--- src/pkg/pes_pkg.sv ---
// Purpose: shared constants and types of the parity error status word block
// Assumes: 32-bit classic Wishbone register bus, one clock
// Notes:   word bit 1 of the printed layout is the msb (word index 31)
package pes_pkg;

  // ********************************
  // register map
  // ********************************
  localparam logic [7:0]  OFS_FLAGS   = 8'h00;         // live flags, read captures
  localparam logic [7:0]  OFS_CAPTURE = 8'h04;         // last captured word
  localparam logic [7:0]  OFS_ISTAT   = 8'h08;         // sticky event status, w1c
  localparam logic [7:0]  OFS_IMASK   = 8'h0C;         // interrupt mask
  localparam logic [31:0] RST_WORD    = 32'h0000_0000; // reset of every register
  localparam logic [31:0] UNUSED_MASK = 32'h0F00_0000; // printed bits 5 to 8

  // ********************************
  // field positions, printed bit numbers
  // ********************************
  localparam int DOC_MEMBUS  = 1;  // first of four memory bus flags
  localparam int DOC_CFATAL  = 9;  // fatal cache parity
  localparam int DOC_BCREC   = 10; // branch cache recoverable
  localparam int DOC_CDLO    = 11; // first of four low-byte cache data flags
  localparam int DOC_IDX_BLO = 15; // cache index element b low
  localparam int DOC_IDX_BHI = 16; // cache index element b high
  localparam int DOC_CDHI    = 17; // first of four high-byte cache data flags
  localparam int DOC_IDX_AHI = 21; // cache index element a high
  localparam int DOC_IDX_ALO = 22; // cache index element a low
  localparam int DOC_TB1_PL  = 23; // translation buffer element 1 pa low
  localparam int DOC_TBA_PL  = 24; // element a pa low
  localparam int DOC_TB1_AC  = 25; // element 1 access bits
  localparam int DOC_TB1_PID = 26; // element 1 process id
  localparam int DOC_TB1_TAG = 27; // element 1 virtual tag
  localparam int DOC_TBA_PH  = 28; // element a pa high
  localparam int DOC_TB1_PH  = 29; // element 1 pa high
  localparam int DOC_TBA_AC  = 30; // element a access bits
  localparam int DOC_TBA_PID = 31; // element a process id
  localparam int DOC_TBA_TAG = 32; // element a virtual tag

  // ********************************
  // event carrier, fields in printed order
  // ********************************
  typedef struct packed {
    logic [3:0] mem_bus;      // high left, high right, low left, low right
    logic       cache_fatal;  // control store, fatal cache parity
    logic       bcache_recov; // control store, branch cache recoverable
    logic [3:0] cdata_lo;     // b even, b odd, a even, a odd
    logic       idx_b_lo;     // index element b low byte
    logic       idx_b_hi;     // index element b high byte
    logic [3:0] cdata_hi;     // a even, a odd, b even, b odd
    logic       idx_a_hi;     // index element a high byte
    logic       idx_a_lo;     // index element a low byte
    logic [9:0] tb;           // translation buffer, printed bits 23 to 32
  } pes_evt_t;

  // printed bit number to word index
  function automatic int doc_idx(input int n);
    return 32 - n;
  endfunction : doc_idx

  // place the event pulses into the 32-bit layout, unused bits zero
  function automatic logic [31:0] evt_word(input pes_evt_t e);
    logic [27:0] raw;
    raw = e;
    return {raw[27:24], 4'h0, raw[23:0]};
  endfunction : evt_word

endpackage : pes_pkg

--- src/core/pes_status.sv ---
// Purpose: parity error status word with capture, sticky events and interrupt
// Assumes: event inputs are one-cycle or level pulses synchronous to clk_i
// Notes:   single clock, synchronous active-high reset, Wishbone classic slave
//
// Notes on behaviour
// - bits 1-4 flag memory data bus bytes
// - bit 9 flags fatal cache parity
// - bit 10 flags branch cache recoverable error
// - bits 11-14 flag low-byte cache data
// - bits 15,16,21,22 flag cache index bytes
// - bits 17-20 flag high-byte cache data
// - element 1 buffer flags at 23,25,26,27,29
// - element a buffer flags at 24,28,30,31,32
// - bits 5-8 unused, always read zero
`timescale 1ns/1ps

module pes_status #(
  parameter int DW = 32                 // data width of the word
) (
  input  wire logic             clk_i,     // 250 MHz system clock
  input  wire logic             rst_i,     // synchronous reset, high
  input  wire pes_pkg::pes_evt_t evt_i,    // error reports, high for one cycle
  input  wire logic             wb_cyc_i,  // bus cycle
  input  wire logic             wb_stb_i,  // strobe
  input  wire logic             wb_we_i,   // write enable
  input  wire logic [7:0]       wb_adr_i,  // byte address
  input  wire logic [3:0]       wb_sel_i,  // byte lanes
  input  wire logic [DW-1:0]    wb_dat_i,  // write data
  output logic      [DW-1:0]    wb_dat_o,  // read data, registered
  output logic                  wb_ack_o,  // one-cycle acknowledge
  output logic                  irq_o      // level interrupt, registered
);

  // ********************************
  // state
  // ********************************
  logic [DW-1:0] flags_q;   // live sticky flags
  logic [DW-1:0] capt_q;    // word taken by the last capturing read
  logic [DW-1:0] istat_q;   // sticky event status for interrupts
  logic [DW-1:0] imask_q;   // interrupt enables
  logic [DW-1:0] set_w;     // this cycle's events in word layout
  logic          take_w;    // request taken this edge
  logic          cap_rd_w;  // capturing read of the flags word
  logic          st_wr_w;   // write to event status
  logic          mk_wr_w;   // write to mask
  logic [DW-1:0] bmask_w;   // byte-lane mask of a write

  // expand the byte selects into a bit mask
  function automatic logic [DW-1:0] lanes(input logic [3:0] sel);
    logic [DW-1:0] m;
    m = '0;
    for (int b = 0; b < 4; b++) begin
      m[b*8 +: 8] = {8{sel[b]}};
    end
    return m;
  endfunction : lanes

  // ********************************
  // decode
  // ********************************
  // events mapped with bit 1 at the msb; unused lanes never set
  assign set_w    = pes_pkg::evt_word(evt_i);
  // a request is taken once; ack drops the cycle after it rose
  assign take_w   = wb_cyc_i & wb_stb_i & ~wb_ack_o;
  assign cap_rd_w = take_w & ~wb_we_i & (wb_adr_i == pes_pkg::OFS_FLAGS);
  assign st_wr_w  = take_w & wb_we_i & (wb_adr_i == pes_pkg::OFS_ISTAT);
  assign mk_wr_w  = take_w & wb_we_i & (wb_adr_i == pes_pkg::OFS_IMASK);
  assign bmask_w  = lanes(wb_sel_i);

  // ********************************
  // live flags
  // ********************************
  // flags stay until a capturing read; a new event in that same cycle
  // survives the clear, so no report is ever lost
  always_ff @(posedge clk_i) begin
    if (rst_i) begin
      flags_q <= pes_pkg::RST_WORD;
    end else if (cap_rd_w) begin
      flags_q <= set_w;
    end else begin
      flags_q <= flags_q | set_w;
    end
  end

  // ********************************
  // capture
  // ********************************
  // keeps the word software read, for a second look without losing it
  always_ff @(posedge clk_i) begin
    if (rst_i) begin
      capt_q <= pes_pkg::RST_WORD;
    end else if (cap_rd_w) begin
      capt_q <= flags_q;
    end
  end

  // ********************************
  // interrupt status and mask
  // ********************************
  // write one to clear; the set wins over a clear in the same cycle
  always_ff @(posedge clk_i) begin
    if (rst_i) begin
      istat_q <= pes_pkg::RST_WORD;
    end else if (st_wr_w) begin
      istat_q <= (istat_q & ~(wb_dat_i & bmask_w)) | set_w;
    end else begin
      istat_q <= istat_q | set_w;
    end
  end

  // mask bits of the unused lanes cannot be set
  always_ff @(posedge clk_i) begin
    if (rst_i) begin
      imask_q <= pes_pkg::RST_WORD;
    end else if (mk_wr_w) begin
      imask_q <= ((imask_q & ~bmask_w) | (wb_dat_i & bmask_w))
                 & ~pes_pkg::UNUSED_MASK;
    end
  end

  // irq lags status by one cycle, to come straight from a flop
  always_ff @(posedge clk_i) begin
    if (rst_i) begin
      irq_o <= 1'b0;
    end else begin
      irq_o <= |(istat_q & imask_q);
    end
  end

  // ********************************
  // bus answer
  // ********************************
  // every access, mapped or not, is acked one cycle after it is taken
  always_ff @(posedge clk_i) begin
    if (rst_i) begin
      wb_ack_o <= 1'b0;
    end else begin
      wb_ack_o <= take_w;
    end
  end

  // read mux; unmapped addresses and writes return zero
  always_ff @(posedge clk_i) begin
    if (rst_i) begin
      wb_dat_o <= pes_pkg::RST_WORD;
    end else if (take_w & ~wb_we_i) begin
      case (wb_adr_i)
        pes_pkg::OFS_FLAGS:   wb_dat_o <= flags_q;
        pes_pkg::OFS_CAPTURE: wb_dat_o <= capt_q;
        pes_pkg::OFS_ISTAT:   wb_dat_o <= istat_q;
        pes_pkg::OFS_IMASK:   wb_dat_o <= imask_q;
        default:              wb_dat_o <= pes_pkg::RST_WORD;
      endcase
    end else begin
      wb_dat_o <= pes_pkg::RST_WORD;
    end
  end
endmodule : pes_status

--- config.mk ---
export PLATFORM = sky130hd
export DESIGN_NAME = pes_status
export DESIGN_NICKNAME = d
export VERILOG_FILES = /design/src/pkg/pes_pkg.sv /design/src/core/pes_status.sv
export SDC_FILE = /design/constraint.sdc
export NUM_CORES = 1
export LEC_CHECK = 0
export BUFFER_PORTS_ARGS = -buffer_cell sky130_fd_sc_hd__buf_2
export CAP_MARGIN = 20
export CELL_PAD_IN_SITES_DETAIL_PLACEMENT = 2
export CELL_PAD_IN_SITES_GLOBAL_PLACEMENT = 2
export CORE_MARGIN = 2
export CORE_UTILIZATION = 35
export CTS_BUF_LIST = sky130_fd_sc_hd__clkbuf_8
export DETAILED_ROUTE_END_ITERATION = 6
export GPL_ROUTABILITY_DRIVEN = 0
export HOLD_SLACK_MARGIN = 0.15
export PLACE_DENSITY = 0.77
export SETUP_SLACK_MARGIN = 0.02
export SYNTH_ARGS = -nofsm -noshare
export SYNTH_HDL_FRONTEND = slang
export SYNTH_SLANG_ARGS = --single-unit
--- constraint.sdc ---
create_clock -name clk_i -period 2.9 [get_ports clk_i]
set_clock_uncertainty 0.15 [all_clocks]
set_input_delay 0.435 -clock clk_i [delete_from_list [all_inputs] [get_ports clk_i]]
set_output_delay 0.435 -clock clk_i [all_outputs]
set_load 0.02 [all_outputs]
==> impl_metrics.csv <==
group,metric,value,unit
global_route,antenna_found_initial,0,
setup_path,worst_path_dominant_cell_family,"simple AND/OR/NAND/NOR gates",
floorplanning,die_y,134,um
cells_and_area,stdcell_count,1056,
cells_and_area,area_delta_synth_final,34.6,%
floorplanning,initial_utilization,0.357,
logic_synthesis,yosysSeqAreaShare,0.507,
placement,place_inst,939,
global_route,grt_pass1_vias,6542,
cells_and_area,insertedDiodeCount,0,
logic_synthesis,synth.avg_cell_area,9.44,um^2
run_status,outcome,"finished clean",
logic_synthesis,synth_compound_area_frac,0.165,
timing,setup_violations,0,
global_route,track_usage,0.268,
clock_network,root_buffer,"clkbuf_8",
global_route,grt_start_max_net_pins,53,
clock_network,clock_latency,460,ps
placement,portBuffers,110,
logic_synthesis,synth-xor-area-share,0,
floorplanning,io_pins,111,
setup_path,crit_type,"in -> reg",
logic_synthesis,synth.net_count,705,
detailed_routing,dr.pass1.iters,4,
clock_network,cts_tree,"built",
pwr,p_per_area,520,nW/um^2
global_route,grt_remaining_overflow,0,
setup_path,cp_slowest_stage_delay,600,ps
timing,finalHoldViolCount,0,
timing,rsz0062_at_grt,"false",
floorplanning,die_w,134,um
logic_synthesis,synth_top_family_by_area,"simple AND/OR/NAND/NOR gates",
timing,final_max_slew_viol_count,0,
placement,placed_area,6760,um^2
setup_path,startpoint_type,"input port",
timing,finalCritPeriodShare,0.855,
setup_path,cp-end-kind,"register",
timing,fin_tns_setup,0,ps
logic_synthesis,yosys_warnings,0,
floorplanning,die-area,18000,um^2
detailed_routing,drt_iter0_drc,276,
floorplanning,rows,47,
clock_network,postCtsSetupBuffers,0,
timing,period_needed,2480,ps
setup_path,critPathArrivalTime,2680,ps
setup_path,crit_chain,"buf_2 > nor4_1 > nand2_1 > nor3_1 > buf_4 > a311oi_1 > dlygate4sd3_1",
logic_synthesis,synth_seq_cells,150,
cells_and_area,layout.nets,900,
cells_and_area,fillers,1751,
cells_and_area,design_area,7980,um^2
detailed_routing,via_per_inst,5.40,
clock_network,cts_buffers,17,
clock_network,htree_levels,4,
detailed_routing,drcViolationCount,0,
logic_synthesis,syn-cell-area,5930,um^2
clock_network,ctsResizeCount,0,
timing,fmax,403,MHz
cells_and_area,final_util,0.481,
detailed_routing,final_antenna_net_count,0,
detailed_routing,wl_per_cell,22.1,um
floorplanning,core,16600,um^2
placement,dpl.hpwl,14300,um
job,maxCapViolations,0,
setup_path,critPathRequiredTime,3100,ps
clock_network,path_clk_slew,80,ps
setup_path,crit_path_max_fanout,8,
cells_and_area,drive_gt1_frac,0.214,
clock_network,cts_max_path_buffers,2,
detailed_routing,wirelength,23300,um
timing,fin_ws,421,ps
setup_path,path_buf_inv,3,
cells_and_area,mostFrequentLayoutCell,"dfxtp_1",
clock_network,clock_sinks,150,
logic_synthesis,synth_mux_area_frac,0.114,
setup_path,cp_slowest_cell,"dlygate4sd3_1",
min_path,hold_path_class,"in -> reg",
detailed_routing,routed-via-count,5698,
pwr,vdd_drop_max,289,uV
placement,place_ws,81.4,ps
logic_synthesis,synth_cells,628,
timing,tightestPinTransition,655,ps
logic_synthesis,ys_types,32,
cells_and_area,layout_common_cells,"dfxtp_1, buf_2, nor2_1",
pwr,cellLeakagePower,3.23,nW
logic_synthesis,synth-adder-area-share,0,
timing,slew_headroom,0.559,
global_route,grt_pass1_wl,36600,um
logic_synthesis,yosys.area_share.simple,0.169,
[kinds of logic (layout without fill, tap and decap cells)]
kind of cell / Yosys count / after routing
multiplexers: 56 / 56
flip-flops: 150 / 150
AND/OR/NAND/NOR: 213 / 213
AO/OA/AOI/OAI: 141 / 141
buffers and inverters: 68 / 276
[final cells by class]
type | instances | area (um^2) | area share
well taps | 220 | 275 | 0.0345
multi-input cells | 410 | 2650 | 0.333
inverters | 28 | 105 | 0.0132
repair buffers | 216 | 1570 | 0.197
clock buffers | 21 | 289 | 0.0362
clock inverters | 11 | 82.6 | 0.0104
flip-flops and latches | 150 | 3000 | 0.376
[per-stage QoR]
step                hold slack (ps)  power [W]
floorplan                       272    0.00236
global placement                285    0.00249
detailed placement              295    0.00251
CTS                             192    0.00414
global route                    212    0.00431
finish                          199    0.00415
[per-layer routing]
| layer | GRT usage | wire length [um] | up-vias |
|---|---|---|---|
| met2 | 0.502 | 12400 | 136 |
| li1 | - | - | 2610 |
| met3 | 0.0423 | 828 | 33 |
| met1 | 0.307 | 9650 | 2919 |
| met5 | 0 | 0 | - |
| met4 | 0.0977 | 483 | 0 |
[report_power, final]
group          total (W)  internal, W  switching, W
clock network    0.00158     0.000756      0.000820
logic           0.000404     0.000203      0.000201
registers        0.00217      0.00211     0.0000560
total            0.00415      0.00307       0.00108
[path summary, 6_finish.rpt]
path | slack, ps | start | cells past startpoint | to
hold reg to reg | 310 | capt_q[30] | 2 | capt_q[30]
setup reg to reg | 590 | wb_ack_o | 5 | istat_q[7]
setup / recovery | 420 | wb_adr_i[1] | 7 | istat_q[7]
hold / removal | 200 | rst_i | 2 | register
[cells in the mapped netlist]
| cell type | instances | area, um^2 |
|---|---|---|
| and3b_1 | 1 | 8.76 |
| buf_1 | 3 | 11.3 |
| nor2_2 | 1 | 6.26 |
| nor4_4 | 4 | 85.1 |
| nor4b_4 | 1 | 23.8 |
| a311oi_1 | 28 | 245 |
| nand3_1 | 4 | 20.0 |
| mux2i_1 | 47 | 470 |
| nor3_1 | 5 | 25.0 |
| buf_2 | 6 | 30.0 |
| nor2b_1 | 11 | 68.8 |
| a41oi_1 | 1 | 8.76 |
| inv_1 | 28 | 105 |
| dfxtp_1 | 150 | 3000 |
| a22o_1 | 3 | 26.3 |
| and2_1 | 5 | 31.3 |
| clkbuf_1 | 30 | 113 |
| or4_4 | 1 | 11.3 |
| o2bb2ai_1 | 19 | 166 |
| mux4_2 | 9 | 203 |
| and4_1 | 1 | 8.76 |
| nand2b_1 | 4 | 25.0 |
| nor4_1 | 1 | 6.26 |
| nor2_1 | 107 | 402 |
| nand2_1 | 57 | 214 |
| buf_6 | 1 | 11.3 |
| a21oi_1 | 60 | 300 |
| nand3b_2 | 1 | 11.3 |
| nand4_1 | 8 | 50.1 |
| a22oi_1 | 27 | 203 |
| or2_2 | 1 | 6.26 |
| a221oi_1 | 3 | 26.3 |
[what timing repair did]
| action | in CTS | in global routing |
|---|---|---|
| hold buffers | 84 | 0 |
| setup endpoints to repair | 0 | 0 |
| hold endpoints to repair | 86 | 0 |
Power figures use the tool's default switching activity.
